### src/logic/fault_ctl_consts.svh
`ifndef FAULT_CTL_CONSTS_SVH
`define FAULT_CTL_CONSTS_SVH

// Clock
`define CLK_PERIOD_NS      40
// Blanking after turn-off, least time
`define BLANK_TIME_NS      1000
`define BLANK_CYCLES       ((`BLANK_TIME_NS + `CLK_PERIOD_NS - 1) / `CLK_PERIOD_NS)
// Least comparator high time to validate an event
`define VALID_TIME_NS      600
`define VALID_CYCLES       ((`VALID_TIME_NS + `CLK_PERIOD_NS - 1) / `CLK_PERIOD_NS)
// Consecutive switching cycles before latching
`define PROT_EVENT_COUNT   3'h4
// Supply overvoltage persistence
`define SUPPLY_HI_TIME_US  20
`define SUPPLY_HI_CYCLES   ((`SUPPLY_HI_TIME_US * 1000) / `CLK_PERIOD_NS)
// Fault timer tick, a quarter millisecond
`define TIMER_TICK_US      250
`define TIMER_TICK_CYCLES  ((`TIMER_TICK_US * 1000) / `CLK_PERIOD_NS)
`define DEFAULT_TIMER_MS   10'h0C8
`define OVERLOAD_STEP      12'h001
`define SHORT_STEP         12'h004
// Feedback codes, 20 mV per step
`define FB_SKIP            8'h14
`define FB_FREEZE          8'h32
`define FB_FOLD_END        8'h4B
`define FB_CLAMP           8'hA0
`define FB_SHORT           8'hC8
// Peak setpoint, 20 mV per step on the sense threshold
`define PEAK_MAX           8'h28
`define PEAK_FLOOR         8'h0C
// Frequency setpoint in kHz and slopes (mul, shift)
`define FREQ_MIN           8'h1A
`define FREQ_NOM           8'h41
`define FREQ_MAX           8'h82
`define FOLD_MUL           8'hC8
`define FOLD_SHIFT         3'h7
`define EXC_MUL            8'h0D
`define EXC_SHIFT          3'h3
// Register offsets and fields
`define REG_CONTROL        12'h000
`define REG_STATUS         12'h004
`define REG_PROGRESS       12'h008
`define CTRL_LATCH_BIT     0
`define CTRL_RESET         1'h0

`endif

### src/logic/fault_ctl_pkg.sv
package fault_ctl_pkg;

   // Fault reaction states, Gray along run -> hiccup -> latched
   typedef enum logic [1:0] {
      ST_RUN     = 2'h0,
      ST_HICCUP  = 2'h1,
      ST_LATCHED = 2'h3
   } fault_state_type;

   // Operating point handed to the modulator
   typedef struct packed {
      logic       skip;
      logic [7:0] peak;
      logic [7:0] freq;
   } setpoint_type;

   // Status word as seen by software
   typedef struct packed {
      logic skip;
      logic short_circuit;
      logic overload;
      logic hiccup;
      logic fault_latched;
      logic supply_lockout;
      logic overvoltage;
   } status_type;

endpackage

### src/logic/sync_filter.sv
`timescale 1ns/100ps
// Three-stage synchroniser; output rises once stages two and three are both high, falls once they differ
module sync_filter #(
   parameter int W = 1
) (
   // Clock and reset
   input  wire logic         pclk,
   input  wire logic         presetn,
   // Asynchronous in, filtered out
   input  wire logic [W-1:0] async_in,
   output logic      [W-1:0] sync_out
);

   logic [W-1:0] stage1;
   logic [W-1:0] stage2;
   logic [W-1:0] stage3;

   // Shift chain; stage1 feeds stage2 only
   always_ff @(posedge pclk or negedge presetn) begin
      if (!presetn) begin
         stage1 <= '0;
         stage2 <= '0;
         stage3 <= '0;
      end else begin
         stage1 <= async_in;
         stage2 <= stage1;
         stage3 <= stage2;
      end
   end

   // Agreement filter, clears while stages differ, holds while both are low
   always_ff @(posedge pclk or negedge presetn) begin
      if (!presetn) begin
         sync_out <= '0;
      end else begin
         sync_out <= (stage2 & stage3) | (sync_out & ~(stage2 ^ stage3));
      end
   end

endmodule

### src/logic/fault_timer_latch_control.sv
// Added by the designer: the placing of the registers and the APB slave port.
`timescale 1ns/100ps
`include "fault_ctl_consts.svh"
// Overview of operation
// - Latch off after four consecutive off-time protection pin events.
// - Protection latch-off holds until supply is cycled (power-up reset).
// - Ignore protection comparator for 1 us after each turn-off.
// - Count an event only if comparator stays high 600 ns or more.
// - Supply overvoltage longer than 20 us stops pulses, enters lockout.
// - Lockout clears only on supply cycling or line undervoltage recovery.
// - Feedback near 400 mV selects skip-cycle mode.
// - Feedback below 1 V holds peak setpoint at 31 percent; the code holds PEAK_FLOOR, 12 of 40, 30 percent.
// - Above 1 V the peak setpoint is feedback divided by four.
// - Frequency rises linearly 26 to 65 kHz, reaching 65 at 1.5 V.
// - Frequency fixed up to 3.2 V, where peak current clamps at maximum.
// - From 3.2 V to 4 V frequency rises linearly 65 to 130 kHz.
// - Reaching maximum peak current flags overload and starts the timer.
// - Overload threshold equals four times (0.8 V minus offset).
// - Above 4 V the timer runs four times faster.
// - Timer progress kept across overload and short-circuit moves.
// - Timer resets at start-up and on leaving the fault regions.
// - On expiry pulses stop at once, then hiccup or latch per variant.
// - Timer duration from pin; open or grounded pin gives default.
module fault_timer_latch_control
   import fault_ctl_pkg::*;
#(
   parameter int TICK_CYCLES = `TIMER_TICK_CYCLES
) (
   // Clock and power-up reset
   input  wire logic        pclk,
   input  wire logic        presetn,
   // APB slave
   input  wire logic        psel,
   input  wire logic        penable,
   input  wire logic        pwrite,
   input  wire logic [11:0] paddr,
   input  wire logic [31:0] pwdata,
   output logic      [31:0] prdata,
   output logic             pready,
   output logic             pslverr,
   // Comparator results, asynchronous
   input  wire logic        prot_cmp,
   input  wire logic        supply_hi_cmp,
   input  wire logic        line_undervoltage,
   input  wire logic        timer_pin_open,
   input  wire logic        timer_pin_short,
   input  wire logic        supply_restart,
   // Digitised levels and driver state, same clock
   input  wire logic        driver_on,
   input  wire logic [7:0]  feedback_level,
   input  wire logic [7:0]  line_power_limit_input,
   input  wire logic [9:0]  timer_ms,
   // Protection and operating point
   output logic             drive_enable,
   output logic             overvoltage_latch,
   output logic             supply_lockout,
   output logic             overload_condition,
   output logic             short_circuit_condition,
   output fault_state_type  fault_state,
   output setpoint_type     setpoint
);

   localparam int TW = $clog2(TICK_CYCLES + 1);

   // Linear segment: base + (x * mul) >> sh
   function automatic logic [7:0] slope(input logic [7:0] x,
                                        input logic [7:0] mul,
                                        input logic [2:0] sh,
                                        input logic [7:0] base);
      logic [15:0] prod;
      prod  = 16'(x) * 16'(mul);
      slope = base + 8'(prod >> sh);
   endfunction

   logic            prot_s;
   logic            supply_hi_s;
   logic            uv_s;
   logic            topen_s;
   logic            tshort_s;
   logic            restart_s;
   logic            uv_q;
   logic            restart_q;
   logic            drv_q;
   logic [4:0]      blank_cnt;
   logic [3:0]      high_cnt;
   logic            event_seen;
   logic            event_now;
   logic [2:0]      event_cnt;
   logic [9:0]      supply_cnt;
   logic            supply_trip;
   logic            uv_recover;
   logic [7:0]      peak_limit;
   logic [9:0]      overload_threshold;
   logic            in_fault;
   logic [TW-1:0]   tick_cnt;
   logic            tick;
   logic [11:0]     progress;
   logic [11:0]     next_progress;
   logic [9:0]      duration_ms;
   logic            expire;
   logic            latch_variant;
   logic            access;
   logic            mapped;
   status_type      status;
   setpoint_type    next_setpoint;

   sync_filter #(.W(6)) u_sync (
      .pclk     (pclk),
      .presetn  (presetn),
      .async_in ({supply_restart, timer_pin_short, timer_pin_open,
                  line_undervoltage, supply_hi_cmp, prot_cmp}),
      .sync_out ({restart_s, tshort_s, topen_s,
                  uv_s, supply_hi_s, prot_s})
   );

   // Edge history for driver and filtered levels
   always_ff @(posedge pclk or negedge presetn) begin
      if (!presetn) begin
         drv_q     <= 1'b0;
         uv_q      <= 1'b0;
         restart_q <= 1'b0;
      end else begin
         drv_q     <= driver_on;
         uv_q      <= uv_s;
         restart_q <= restart_s;
      end
   end

   assign uv_recover = uv_q & ~uv_s;

   always_ff @(posedge pclk or negedge presetn) begin
      if (!presetn) begin
         blank_cnt <= 5'h00;
      end else if (drv_q && !driver_on) begin
         blank_cnt <= 5'(`BLANK_CYCLES);
      end else if (blank_cnt != 5'h00) begin
         blank_cnt <= blank_cnt - 5'h01;
      end
   end

   always_ff @(posedge pclk or negedge presetn) begin
      if (!presetn) begin
         high_cnt <= 4'h0;
      end else if (driver_on || blank_cnt != 5'h00 || !prot_s) begin
         high_cnt <= 4'h0;
      end else if (high_cnt != 4'(`VALID_CYCLES)) begin
         high_cnt <= high_cnt + 4'h1;
      end
   end

   assign event_now = (high_cnt == 4'(`VALID_CYCLES - 1)) && prot_s &&
                      !driver_on && blank_cnt == 5'h00;

   // One validated event per off time, judged at next turn-on
   always_ff @(posedge pclk or negedge presetn) begin
      if (!presetn) begin
         event_seen <= 1'b0;
      end else if (!drv_q && driver_on) begin
         event_seen <= 1'b0;
      end else if (event_now) begin
         event_seen <= 1'b1;
      end
   end

   // consecutive count clears on an event-free cycle
   always_ff @(posedge pclk or negedge presetn) begin
      if (!presetn) begin
         event_cnt <= 3'h0;
      end else if (!drv_q && driver_on) begin
         if (event_seen && event_cnt != `PROT_EVENT_COUNT) begin
            event_cnt <= event_cnt + 3'h1;
         end else if (!event_seen) begin
            event_cnt <= 3'h0;
         end
      end
   end

   // latch on the fourth consecutive event
   always_ff @(posedge pclk or negedge presetn) begin
      if (!presetn) begin
         overvoltage_latch <= 1'b0;
      end else if (event_cnt == `PROT_EVENT_COUNT) begin
         overvoltage_latch <= 1'b1;
      end
   end

   always_ff @(posedge pclk or negedge presetn) begin
      if (!presetn) begin
         supply_cnt <= 10'h000;
      end else if (!supply_hi_s) begin
         supply_cnt <= 10'h000;
      end else if (!supply_trip) begin
         supply_cnt <= supply_cnt + 10'h001;
      end
   end

   assign supply_trip = supply_hi_s &&
                        supply_cnt == 10'(`SUPPLY_HI_CYCLES);

   // lockout, set wins over recovery clear
   always_ff @(posedge pclk or negedge presetn) begin
      if (!presetn) begin
         supply_lockout <= 1'b0;
      end else if (supply_trip) begin
         supply_lockout <= 1'b1;
      end else if (uv_recover) begin
         supply_lockout <= 1'b0;
      end
   end

   // overload threshold shifted by the line offset
   always_comb begin
      if (line_power_limit_input >= `PEAK_MAX) begin
         peak_limit = 8'h00;
      end else begin
         peak_limit = `PEAK_MAX - line_power_limit_input;
      end
      overload_threshold = {peak_limit, 2'b00};
   end

   assign overload_condition = {2'b00, feedback_level} >= overload_threshold;
   assign short_circuit_condition = feedback_level > `FB_SHORT;
   assign in_fault = overload_condition | short_circuit_condition;

   // Operating point from the feedback level
   always_comb begin
      next_setpoint = '0;
      next_setpoint.skip = feedback_level <= `FB_SKIP;
      if (feedback_level < `FB_FREEZE) begin
         next_setpoint.peak = `PEAK_FLOOR;
      end else if ((feedback_level >> 2) >= peak_limit) begin
         next_setpoint.peak = peak_limit;
      end else begin
         next_setpoint.peak = feedback_level >> 2;
      end
      if (feedback_level < `FB_FREEZE) begin
         next_setpoint.freq = `FREQ_MIN;
      end else if (feedback_level < `FB_FOLD_END) begin
         next_setpoint.freq = slope(feedback_level - `FB_FREEZE,
                                    `FOLD_MUL, `FOLD_SHIFT, `FREQ_MIN);
      end else if (feedback_level < `FB_CLAMP) begin
         next_setpoint.freq = `FREQ_NOM;
      end else if (feedback_level <= `FB_SHORT) begin
         next_setpoint.freq = slope(feedback_level - `FB_CLAMP,
                                    `EXC_MUL, `EXC_SHIFT, `FREQ_NOM);
      end else begin
         next_setpoint.freq = `FREQ_MAX;
      end
   end

   // Registered operating point
   always_ff @(posedge pclk or negedge presetn) begin
      if (!presetn) begin
         setpoint <= '{skip: 1'b1, peak: `PEAK_FLOOR, freq: `FREQ_MIN};
      end else begin
         setpoint <= next_setpoint;
      end
   end

   // Quarter-millisecond tick, restarted on fault entry
   always_ff @(posedge pclk or negedge presetn) begin
      if (!presetn) begin
         tick_cnt <= '0;
      end else if (!in_fault || tick) begin
         tick_cnt <= '0;
      end else begin
         tick_cnt <= tick_cnt + TW'(1);
      end
   end

   assign tick = tick_cnt == TW'(TICK_CYCLES - 1);

   // duration from pin, default when open or grounded
   assign duration_ms = (topen_s || tshort_s || timer_ms == 10'h000) ?
                        `DEFAULT_TIMER_MS : timer_ms;

   // fast step in short circuit, slow in overload
   assign next_progress = progress + (short_circuit_condition ?
                          `SHORT_STEP : `OVERLOAD_STEP);

   assign expire = fault_state == ST_RUN && in_fault && tick &&
                   next_progress >= {duration_ms, 2'b00};

   // timer resets at start-up and outside fault regions
   always_ff @(posedge pclk or negedge presetn) begin
      if (!presetn) begin
         progress <= 12'h000;
      end else if (!in_fault || fault_state != ST_RUN || expire) begin
         progress <= 12'h000;
      end else if (tick) begin
         progress <= next_progress;
      end
   end

   always_ff @(posedge pclk or negedge presetn) begin
      if (!presetn) begin
         fault_state <= ST_RUN;
      end else begin
         case (fault_state)
            ST_RUN: begin
               if (expire) begin
                  fault_state <= latch_variant ? ST_LATCHED : ST_HICCUP;
               end
            end
            ST_HICCUP: begin
               if ((restart_s && !restart_q) || uv_recover) begin
                  fault_state <= ST_RUN;
               end
            end
            ST_LATCHED: begin
               fault_state <= ST_LATCHED;
            end
            default: begin
               fault_state <= ST_RUN;
            end
         endcase
      end
   end

   // pulses stop in the cycle of the fault
   assign drive_enable = fault_state == ST_RUN && !expire &&
                         !overvoltage_latch && !supply_lockout &&
                         !supply_trip && !uv_s;

   // APB decode, zero wait states
   assign access  = psel & penable;
   assign mapped  = paddr == `REG_CONTROL || paddr == `REG_STATUS ||
                    paddr == `REG_PROGRESS;
   assign pready  = 1'b1;
   assign pslverr = access & ~mapped;

   assign status = '{skip: setpoint.skip,
                     short_circuit: short_circuit_condition,
                     overload: overload_condition,
                     hiccup: fault_state == ST_HICCUP,
                     fault_latched: fault_state == ST_LATCHED,
                     supply_lockout: supply_lockout,
                     overvoltage: overvoltage_latch};

   // Control register write
   always_ff @(posedge pclk or negedge presetn) begin
      if (!presetn) begin
         latch_variant <= `CTRL_RESET;
      end else if (access && pwrite && paddr == `REG_CONTROL) begin
         latch_variant <= pwdata[`CTRL_LATCH_BIT];
      end
   end

   // Read data captured in the setup phase
   always_ff @(posedge pclk or negedge presetn) begin
      if (!presetn) begin
         prdata <= 32'h0000_0000;
      end else if (psel && !penable && !pwrite) begin
         case (paddr)
            `REG_CONTROL:  prdata <= {31'h0, latch_variant};
            `REG_STATUS:   prdata <= {25'h0, status};
            `REG_PROGRESS: prdata <= {20'h0, progress};
            default:       prdata <= 32'h0000_0000;
         endcase
      end
   end

endmodule

### config.mk
export PLATFORM = sky130hd
export DESIGN_NAME = fault_timer_latch_control
export DESIGN_NICKNAME = d
export VERILOG_FILES = /design/src/logic/fault_ctl_pkg.sv /design/src/logic/sync_filter.sv /design/src/logic/fault_timer_latch_control.sv
export VERILOG_INCLUDE_DIRS = /design/src /design/src/logic
export SDC_FILE = /design/constraint.sdc
export NUM_CORES = 1
export LEC_CHECK = 0
export ABC_AREA = 1
export BUFFER_PORTS_ARGS = -buffer_cell sky130_fd_sc_hd__buf_2
export CORE_MARGIN = 2
export CORE_UTILIZATION = 31
export CTS_CLUSTER_DIAMETER = 50
export CTS_CLUSTER_SIZE = 12
export DETAILED_ROUTE_END_ITERATION = 8
export HOLD_SLACK_MARGIN = 0.12
export PLACE_DENSITY = 0.51
export SLEW_MARGIN = 5
export SYNTH_ARGS = -nofsm -noshare
export SYNTH_HDL_FRONTEND = slang
export SYNTH_HIERARCHICAL = 1
export SYNTH_SLANG_ARGS = --single-unit
### constraint.sdc
create_clock -name pclk -period 3.8 [get_ports pclk]
set_input_delay 0.57 -clock pclk [delete_from_list [all_inputs] [get_ports pclk]]
set_output_delay 0.57 -clock pclk [all_outputs]
set_load 0.1 [all_outputs]
==> results.sh, run 1 <==
export IMPL_outcome="complete, but fails checks"
export IMPL_violations="negative setup slack"
export IMPL_area_sequential_mm2=0.00274
export IMPL_r2r_setup_slack_ps=940
export IMPL_worstMarginPinSlew_ps=976
export IMPL_rsz0062_at_grt="yes"
export IMPL_cts_tree="done"
export IMPL_firstDrtPassIters=4
export IMPL_drc=0
export IMPL_cp_end_kind="output port"
export IMPL_drt_initial_drc_count=211
export IMPL_nets=1279
export IMPL_numPortBuffers=87
export IMPL_synth_area_leaders="dfrtp_1 (34%), ha_1 (15%), nand2_1 (9.8%), inv_1 (8.3%), nor2_1 (4.1%)"
export IMPL_vias=6252
export IMPL_clock_latency_ps=360
export IMPL_finalMaxSlewViolations=0
export IMPL_vdd_drop_max_mv=0.235
export IMPL_clock_root_buffer="clkbuf_16"
export IMPL_synth_seq_cells=109
export IMPL_yosysSeqAreaShare_pct=36.1
export IMPL_routabilityCongestion=0.836
export IMPL_grt_pass1_vias=6039
export IMPL_fmax_mhz=238
export IMPL_ctsHoldBuffers=0
export IMPL_p_leak_nw=4.97
export IMPL_crit_path_start_kind="input port"
export IMPL_worst_ep_arrival_time_ps=3640
export IMPL_yosysTopAreaCell="dfrtp_1"
export IMPL_dr_max_layer_used="met4"
export IMPL_cts_buffers=9
export IMPL_cp_max_fo=3
export IMPL_crit_required_ps=3230
export IMPL_grt_pass1_wl_um=28700
export IMPL_layout_drive_gt1_share_pct=21.9
export IMPL_finish_instance_area_mm2=0.00943
export IMPL_min_period_ps=4210
export IMPL_wl_per_cell_um=12.0
export IMPL_synthCells=943
export IMPL_post_dp_cell_area_mm2=0.00880
export IMPL_antenna_found_initial=0
export IMPL_routed_wl_um=17100
export IMPL_synth_common_cells="nand2_1 (199), inv_1 (168), dfrtp_1 (103)"
export IMPL_vias_per_cell=4.38
export IMPL_design_portCount=140
export IMPL_p_total_mw=4.18
export IMPL_dpl_cell_count=1398
export IMPL_crit_type="in2out"
export IMPL_clock_path_buffers=2
export IMPL_powerDensity_mw_per_mm2=443
export IMPL_syn_area_per_cell_um2=8.04
export IMPL_synth_ff_type="dfrtp_1"
export IMPL_die_w_um=160
export IMPL_nFillCells=2509
export IMPL_hold_slack_ps=309
export IMPL_ant_nets=0
export IMPL_wl_met3_um=485
export IMPL_clock_skew_ps=6.09
export IMPL_start_util_pct=31.4
export IMPL_hpwl_um=13600
export IMPL_numClockSinks=109
export IMPL_synth_edf_count=0
export IMPL_min_path_type="in2reg"
export IMPL_rows=57
export IMPL_clk_pin_slew_ps=80
export IMPL_grt_start_max_net_pins=75
export IMPL_fin_cells=1426
export IMPL_min_period_over_period_pct=111
export IMPL_wl_met1_um=8290
export IMPL_yosys_warnings=6
export IMPL_async_flop_share_pct=100
export IMPL_coreArea_mm2=0.0242
export IMPL_wl_met2_um=8060
export IMPL_antenna_cells=0
export IMPL_max_cap_viol_count=0
export IMPL_tns_ps=-408
export IMPL_die_h_um=160
export IMPL_synth_area_mm2=0.00759
export IMPL_grt_total_usage_pct=13.7
export IMPL_synth_top_area_share_pct=34.0
export IMPL_max_slew_margin_pct=34.9
export IMPL_multi_input_area_mm2=0.00436
export IMPL_synth_most_common_cell="nand2_1"
export IMPL_synthDistinctLibCells=45
export IMPL_finalSetupViolCount=1
export IMPL_synthToLayoutAreaGrowth_pct=24.3
export IMPL_die_area_mm2=0.0257
export IMPL_ctsHtreeMaxLevel=3
export IMPL_setup_ws_ps=-408
export IMPL_hold_viol=0
export IMPL_overflow=0
## cell type report
| class | count | share of cell area, % |
|---|---|---|
| flip-flops and latches | 109 | 29.0 |
| inverters | 171 | 6.87 |
| well taps | 324 | 4.30 |
| clock inverters | 7 | 0.876 |
| multi-input cells | 657 | 46.3 |
| repair buffers | 149 | 10.3 |
| clock buffers | 9 | 2.39 |
## metal layers
| metal | GRT usage (%) | vias to the layer above |
|---|---|---|
| met1 | 18.3 | 2874 |
| met4 | 4.34 | 0 |
| met2 | 23.0 | 89 |
| met5 | 0 | - |
| met3 | 1.94 | 17 |
| li1 | - | 3272 |
## path summary, 6_finish.rpt
kind / start / depth (start not counted) / endpoint
min reg2reg: u_sync/stage1[4]$_DFF_PN0_ / 0 / u_sync/stage2[4]$_DFF_PN0_
max in group asynchronous: presetn / 2 / setpoint[4]$_DFF_PN1_
max: feedback_level[5] / 23 / drive_enable
min in group asynchronous: presetn / 1 / u_sync/stage3[1]$_DFF_PN0_
min: prot_cmp / 1 / u_sync/stage1[0]$_DFF_PN0_
max reg2reg: progress[2]$_DFFE_PN0P_ / 15 / progress[10]$_DFFE_PN0P_
## where the power goes
| part | leakage, nW | internal (mW) | switching (mW) |
|---|---|---|---|
| logic | 3.43 | 0.611 | 1.24 |
| registers | 1.40 | 1.28 | 0.0597 |
| clock network | 0.144 | 0.521 | 0.463 |
## repair_timing
item                                    in CTS  in global routing
endpoints found under the setup margin       2                  7
gates resized for setup                      7                 40
pin swaps                                   11                 26
buffers inserted                             7                  5
gates cloned                                 0                  0
## cell families (layout without fill, tap and decap cells)
family / Yosys count / in the layout / share of synthesized area (%)
simple gates: 387 / 387 / 22.2
buf+inv: 198 / 336 / 11.1
compound gates: 111 / 111 / 9.15
flops: 109 / 109 / 36.1
fa+ha+maj: 100 / 100 / 17.3
xor+xnor: 36 / 36 / 4.16
other cells: 2 / 23 / 0.0990
## layout by cell type, fill, tap and decap left out, drive strengths merged, types with 2 or more instances in the layout
| master | count |
|---|---|
| nand2 | 202 |
| inv | 172 |
| buf | 149 |
| dfrtp | 103 |
| ha | 92 |
| nor2 | 85 |
| nand3 | 54 |
| o21ai | 42 |
| a21oi | 37 |
| xor2 | 28 |
| conb | 23 |
| nand4 | 14 |
| nor3 | 11 |
| clkbuf | 9 |
| xnor2 | 8 |
| fa | 8 |
| o31ai | 7 |
| nand3b | 6 |
| dfstp | 6 |
| nor3b | 5 |
| a22o | 5 |
| nor4 | 4 |
| o211ai | 4 |
| clkinvlp | 3 |
| o21a | 3 |
| a211oi | 3 |
| o22ai | 3 |
| a21o | 2 |
| or2 | 2 |
| and3 | 2 |
| clkinv | 2 |
| o2111ai | 2 |
## critical path, cell delays in order
cell and delay, ps:
buf_8 80, clkinvlp_4 120, ha_4 210, nand2_4 80
nor2_4 40, nor3_4 200, buf_12 140, ha_4 140
nand3_2 80, nand2_1 90, nand2_2 70, nor2_4 120
nand2_2 100, nor2_2 120, xor2_1 210, ha_1 290
a21oi_2 140, o21a_1 140, nand4_1 150, nand3_2 150
nand2_4 70, nor2_4 130, buf_12 180
## metrics by stage
stage	utilization, %	setup slack [ps]
after floorplan	-	-1090
after global routing	39.0	-664
after detailed placement	36.4	-557
final	39.0	-408
after CTS	38.0	-457
after global placement	36.4	-474
## sequential cells by signal (all words and copies together) (netlist names), 4 cells and up
register	flops
blank_cnt	5
high_cnt	4
prdata	12
progress	12
setpoint	17
supply_cnt	10
tick_cnt	13
u_sync/stage1	6
u_sync/stage2	6
u_sync/stage3	6
u_sync/sync_out	6
(Power assumes the default switching activity.)
==> inputs of run 2 (changes only) <==
--- a/config.mk
+++ b/config.mk
@@ -8,6 +8,8 @@
 export LEC_CHECK = 0
 export ABC_AREA = 1
 export BUFFER_PORTS_ARGS = -buffer_cell sky130_fd_sc_hd__buf_2
+export CAP_MARGIN = 5
+export CORE_ASPECT_RATIO = 1.4
 export CORE_MARGIN = 2
 export CORE_UTILIZATION = 31
 export CTS_CLUSTER_DIAMETER = 50
==> results.sh, run 2 (same netlist as run 1, synthesis figures left out) <==
export IMPL_multi_input_area_mm2=0.00448
export IMPL_max_slew_margin_pct=56.6
export IMPL_ctsHoldBuffers=0
export IMPL_setup_ws_ps=-304
export IMPL_critPathLaunch="feedback_level[5]"
export IMPL_rsz0062_at_grt="yes"
export IMPL_largest_register="setpoint"
export IMPL_routabilityCongestion=0.789
export IMPL_vias_per_cell=4.45
export IMPL_coreArea_mm2=0.0240
export IMPL_max_cap_viol_count=0
export IMPL_grt_pass1_wl_um=28700
export IMPL_min_path_type="in2async"
export IMPL_firstDrtPassIters=4
export IMPL_area_sequential_mm2=0.00274
export IMPL_cp_end_kind="output port"
export IMPL_cp_depth=23
export IMPL_p_leak_nw=5.08
export IMPL_ctsHtreeMaxLevel=3
export IMPL_fmax_mhz=244
export IMPL_worst_ep_arrival_time_ps=3530
export IMPL_path_cells="buf_8 -> clkinvlp_4 -> ha_4 -> a21boi_4 -> nor3_4 -> buf_12 -> ha_4 -> buf_6 -> nand2_4 -> a21oi_4 -> nand2_2 -> inv_2 -> nand3_2 -> xor2_2 -> ha_1 -> nand2_2 -> nor2_4 -> o211ai_1 -> nand4_1 -> nand3_1 -> nand2_2 -> nor2_4 -> buf_12"
export IMPL_crit_path_start_kind="input port"
export IMPL_cp_slowest_cell="ha_1"
export IMPL_r2r_end="fault_state[0]$_DFFE_PN0P_"
export IMPL_min_period_over_period_pct=108
export IMPL_final_common_cell="nand2_1"
export IMPL_clock_root_buffer="clkbuf_16"
export IMPL_die_w_um=136
export IMPL_clock_path_buffers=2
export IMPL_die_h_um=189
export IMPL_dpl_cell_count=1377
export IMPL_outcome="complete, but fails checks"
export IMPL_clk_pin_slew_ps=80
export IMPL_clock_latency_ps=360
export IMPL_worstMarginPinSlew_ps=651
export IMPL_most_common_layout_cells="nand2_1 (186), inv_1 (162), dfrtp_1 (103), buf_2 (83), ha_1 (78)"
export IMPL_r2r_setup_slack_ps=1010
export IMPL_design_portCount=140
export IMPL_routed_wl_um=17400
export IMPL_clock_skew_ps=9.61
export IMPL_hpwl_um=14100
export IMPL_pre_cts_ws_ps=-574
export IMPL_numClockSinks=109
export IMPL_antenna_cells=0
export IMPL_path_buf_inv=6
export IMPL_hold_viol=0
export IMPL_grt_total_usage_pct=13.9
export IMPL_drt_initial_drc_count=244
export IMPL_grt_pass1_vias=6170
export IMPL_finalMaxSlewViolations=0
export IMPL_layout_drive_gt1_share_pct=23.9
export IMPL_critPathTopFamily="simple AND/OR/NAND/NOR gates"
export IMPL_finalSetupViolCount=1
export IMPL_synthToLayoutAreaGrowth_pct=26.8
export IMPL_numPortBuffers=87
export IMPL_top_regs="setpoint (17), tick_cnt (13)"
export IMPL_crit_type="in2out"
export IMPL_rr_worst_depth=19
export IMPL_fin_cells=1421
export IMPL_drc=0
export IMPL_nFillCells=2486
export IMPL_start_util_pct=31.6
export IMPL_nets=1288
export IMPL_wl_per_cell_um=12.3
export IMPL_fin_util_pct=40.1
export IMPL_cp_max_fo=4
export IMPL_p_total_mw=4.16
export IMPL_overflow=0
export IMPL_ant_nets=0
export IMPL_cts_buffers=9
export IMPL_powerDensity_mw_per_mm2=432
export IMPL_rows=67
export IMPL_crit_required_ps=3230
export IMPL_die_area_mm2=0.0258
export IMPL_grt_start_max_net_pins=62
export IMPL_cpPeakStageDelay_ps=290
export IMPL_crit_path_frequent_cell="nand2_2"
export IMPL_reg2reg_from="progress[2]$_DFFE_PN0P_"
export IMPL_vdd_drop_max_mv=0.251
export IMPL_antenna_found_initial=0
export IMPL_violations="negative setup slack"
export IMPL_tns_ps=-304
export IMPL_min_period_ps=4100
export IMPL_cts_tree="done"
export IMPL_crit_end="drive_enable"
export IMPL_largest_reg_flops=17
export IMPL_vias=6322
==> run 2: repair_timing <==
action	4_1_cts	5_1_grt
pin swaps	18	28
resized for setup	18	52
setup endpoints to repair	2	5
buffers inserted	22	6
==> run 2: worst min-delay path by stage <==
stage | from | endpoint | slack (ps) | cells past startpoint
global placement | u_sync/stage1[1]$_DFF_PN0_ | u_sync/stage2[1]$_DFF_PN0_ | 330 | 0
CTS | presetn | setpoint[8]$_DFF_PN0_ | 260 | 1
finish | presetn | progress[5]$_DFFE_PN0P_ | 230 | 1
global route | presetn | prdata[11]$_DFFE_PN0P_ | 280 | 1
floorplan | presetn | blank_cnt[0]$_DFFE_PN0P_ | 270 | 0
detailed placement | u_sync/stage1[0]$_DFF_PN0_ | u_sync/stage2[0]$_DFF_PN0_ | 350 | 0
==> run 2: through the flow <==
step,area [µm²],hold WS (ps)
after floorplan,7750,274
after global placement,8750,334
after detailed placement,8750,348
after CTS,9310,258
after global routing,9620,277
final,9620,230
==> run 2: power breakdown <==
part,switching (mW),internal (mW),total (mW)
combinational,1.25,0.603,1.85
clock,0.478,0.476,0.955
sequential,0.0676,1.28,1.35
total,1.80,2.36,4.16
==> run 2: layout make-up <==
type / count / share of cell area [%]
timing repair buffer: 158 / 11.0
tap: 310 / 4.03
sequential: 109 / 28.4
multi-input combinational: 657 / 46.6
clock inverter: 7 / 0.846
inverter: 171 / 6.74
clock buffer: 9 / 2.34
==> run 2: metal layers <==
layer | wire (µm) | track usage [%] | vias to the layer above | part of all wire, %
li1 | - | - | 3285 | -
met1 | 7220 | 15.7 | 2934 | 41
met2 | 9390 | 26.6 | 83 | 54
met3 | 445 | 1.58 | 20 | 2.6
met4 | 355 | 4.77 | 0 | 2.0
met5 | 0 | 0 | - | 0
==> inputs of run 3 (changes only) <==
--- a/config.mk
+++ b/config.mk
@@ -6,7 +6,6 @@
 export SDC_FILE = /design/constraint.sdc
 export NUM_CORES = 1
 export LEC_CHECK = 0
-export ABC_AREA = 1
 export BUFFER_PORTS_ARGS = -buffer_cell sky130_fd_sc_hd__buf_2
 export CAP_MARGIN = 5
 export CORE_ASPECT_RATIO = 1.4
@@ -16,7 +15,7 @@
 export CTS_CLUSTER_SIZE = 12
 export DETAILED_ROUTE_END_ITERATION = 8
 export HOLD_SLACK_MARGIN = 0.12
-export PLACE_DENSITY = 0.51
+export PLACE_DENSITY = 0.52
 export SLEW_MARGIN = 5
 export SYNTH_ARGS = -nofsm -noshare
 export SYNTH_HDL_FRONTEND = slang
==> results.sh, run 3 <==
export IMPL_outcome="complete, but fails checks"
export IMPL_violations="negative setup slack"
export IMPL_design_portCount=140
export IMPL_min_period_ps=4460
export IMPL_setup_ws_ps=-659
export IMPL_cp_max_fo=5
export IMPL_syn_area_per_cell_um2=9.69
export IMPL_vdd_drop_max_mv=0.338
export IMPL_nFillCells=2364
export IMPL_yosysTopAreaCell="dfrtp_1"
export IMPL_synth_area_mm2=0.00736
export IMPL_min_period_over_period_pct=117
export IMPL_powerDensity_mw_per_mm2=502
export IMPL_async_flop_share_pct=100
export IMPL_finalMaxSlewViolations=0
export IMPL_synth_seq_cells=109
export IMPL_min_path_type="in2async"
export IMPL_routed_wl_um=18000
export IMPL_rows=66
export IMPL_nets=1134
export IMPL_grt_pass1_wl_um=30200
export IMPL_grt_start_max_net_pins=59
export IMPL_worst_ep_arrival_time_ps=3890
export IMPL_die_w_um=134
export IMPL_synthToLayoutAreaGrowth_pct=33.4
export IMPL_synthCells=760
export IMPL_drt_initial_drc_count=224
export IMPL_dpl_cell_count=1235
export IMPL_die_h_um=186
export IMPL_numPortBuffers=87
export IMPL_start_util_pct=31.6
export IMPL_synth_area_leaders="dfrtp_1 (35%), ha_1 (16%), xnor2_1 (3.9%), inv_1 (3.4%), nor2_1 (3.2%)"
export IMPL_crit_type="in2out"
export IMPL_routabilityCongestion=0.809
export IMPL_path_cells="buf_6 -> clkinvlp_4 -> ha_4 -> inv_2 -> o21ai_1 -> nand4_1 -> buf_6 -> clkinvlp_4 -> ha_4 -> a31o_4 -> nand3_4 -> nor2_4 -> xor2_1 -> ha_1 -> and4_4 -> a2111oi_4 -> a41oi_2 -> o211ai_1 -> and3_4 -> buf_12"
export IMPL_fmax_mhz=224
export IMPL_fin_cells=1263
export IMPL_ctsHtreeMaxLevel=3
export IMPL_layout_drive_gt1_share_pct=32.2
export IMPL_worstMarginPinSlew_ps=857
export IMPL_crit_required_ps=3230
export IMPL_p_leak_nw=4.64
export IMPL_firstDrtPassIters=4
export IMPL_die_area_mm2=0.0250
export IMPL_wl_per_cell_um=14.3
export IMPL_cts_buffers=9
export IMPL_clock_latency_ps=360
export IMPL_vias=5975
export IMPL_synth_top_area_share_pct=35.0
export IMPL_ctsHoldBuffers=0
export IMPL_rsz0062_at_grt="yes"
export IMPL_most_common_layout_cells="dfrtp_1 (103), buf_4 (96), buf_2 (81), ha_1 (70), nor2_1 (61)"
export IMPL_top_regs="setpoint (17), tick_cnt (13)"
export IMPL_clk_pin_slew_ps=80
export IMPL_overflow=0
export IMPL_hold_viol=0
export IMPL_synth_common_cells="dfrtp_1 (103), ha_1 (92), inv_1 (66)"
export IMPL_grt_pass1_vias=6167
export IMPL_yosysSeqAreaShare_pct=37.1
export IMPL_rr_worst_depth=15
export IMPL_largest_reg_flops=17
export IMPL_grt_total_usage_pct=14.7
export IMPL_crit_path_start_kind="input port"
export IMPL_final_common_cell="dfrtp_1"
export IMPL_max_cap_viol_count=0
export IMPL_clock_path_buffers=2
export IMPL_cp_slowest_cell="a2111oi_4"
export IMPL_cts_tree="done"
export IMPL_cp_end_kind="output port"
export IMPL_synth_most_common_cell="dfrtp_1"
export IMPL_synth_edf_count=0
export IMPL_yosys_warnings=6
export IMPL_fin_util_pct=42.2
export IMPL_cpPeakStageDelay_ps=310
export IMPL_hpwl_um=14000
export IMPL_hold_slack_ps=266
export IMPL_vias_per_cell=4.73
export IMPL_pre_cts_ws_ps=-758
export IMPL_coreArea_mm2=0.0233
export IMPL_antenna_cells=0
export IMPL_clock_root_buffer="clkbuf_16"
export IMPL_synth_ff_type="dfrtp_1"
export IMPL_max_slew_margin_pct=42.3
export IMPL_finalSetupViolCount=4
export IMPL_antenna_found_initial=0
export IMPL_largest_register="setpoint"
export IMPL_drc=0
export IMPL_numClockSinks=109
export IMPL_clock_skew_ps=11.0
export IMPL_ant_nets=0
export IMPL_synthDistinctLibCells=78
run 3: layout make-up:
type,instances,area [µm²],share of cell area (%)
clock buffer,10,239,2.43
clock inverter,6,53.8,0.548
inverter,66,264,2.69
multi-input combinational,574,4820,49.1
sequential,109,2740,27.8
tap,306,383,3.90
timing repair buffer,192,1330,13.5
run 3: layer usage:
layer | vias up | global-route usage, % | wire length, µm
li1 | 2983 | - | -
met1 | 2893 | 17.7 | 7690
met2 | 83 | 27.4 | 9670
met3 | 16 | 1.49 | 420
met4 | 0 | 3.97 | 255
met5 | - | 0 | 0
run 3: cell families (layout without fill, tap and decap cells):
family,Yosys count,in the layout,synth area share (%)
and+or+nand+nor,247,247,17.3
AOI/OAI and AO/OA,140,140,13.8
DFF,109,109,37.1
adders and majority gates,100,100,17.8
buffers and inverters,98,274,6.07
xor gates and xnor gates,57,57,6.78
muxes,7,7,1.00
other,2,23,0.102
run 3: repair_timing:
item	in CTS	in global routing
pin swaps	21	32
setup buffers	6	8
resized for setup	59	40
setup endpoints to repair	11	13
run 3: worst max-delay path, delay by kind of cell:
family | cells | cell delay (ps)
fa+ha+maj | 3 | 730
xor+xnor | 1 | 190
compound gates | 5 | 930
simple gates | 5 | 820
buf+inv | 6 | 630
run 3: report_power, final:
| group | switching (mW) | total (mW) | leakage [nW] | internal (mW) |
|---|---|---|---|---|
| logic | 1.53 | 2.64 | 3.10 | 1.11 |
| registers | 0.0816 | 1.37 | 1.40 | 1.28 |
| clock network | 0.458 | 0.932 | 0.135 | 0.475 |
| total | 2.07 | 4.94 | 4.64 | 2.87 |
run 3: metrics by stage:
stage                     TNS, ps  instance area [µm²]  power (mW)
after detailed placement    -7270                 8910        3.63
after CTS                    -992                 9530        4.82
final                        -838                 9830        4.94
after global placement      -7080                 8910        3.61
after global routing        -1460                 9830        5.28
after floorplan             -7500                 7540        2.91
run 3: worst paths after layout:
check                                      startpoint                         end  slack [ps]
max                                 feedback_level[5]                drive_enable        -660
min in group pclk                      supply_restart  u_sync/stage1[5]$_DFF_PN0_         320
min reg2reg                u_sync/stage1[0]$_DFF_PN0_  u_sync/stage2[0]$_DFF_PN0_         350
max reg2reg                   progress[0]$_DFFE_PN0P_  fault_state[1]$_DFFE_PN0P_         460
max in group asynchronous                     presetn       setpoint[3]$_DFF_PN1_        2740
min                                           presetn     progress[5]$_DFFE_PN0P_         270
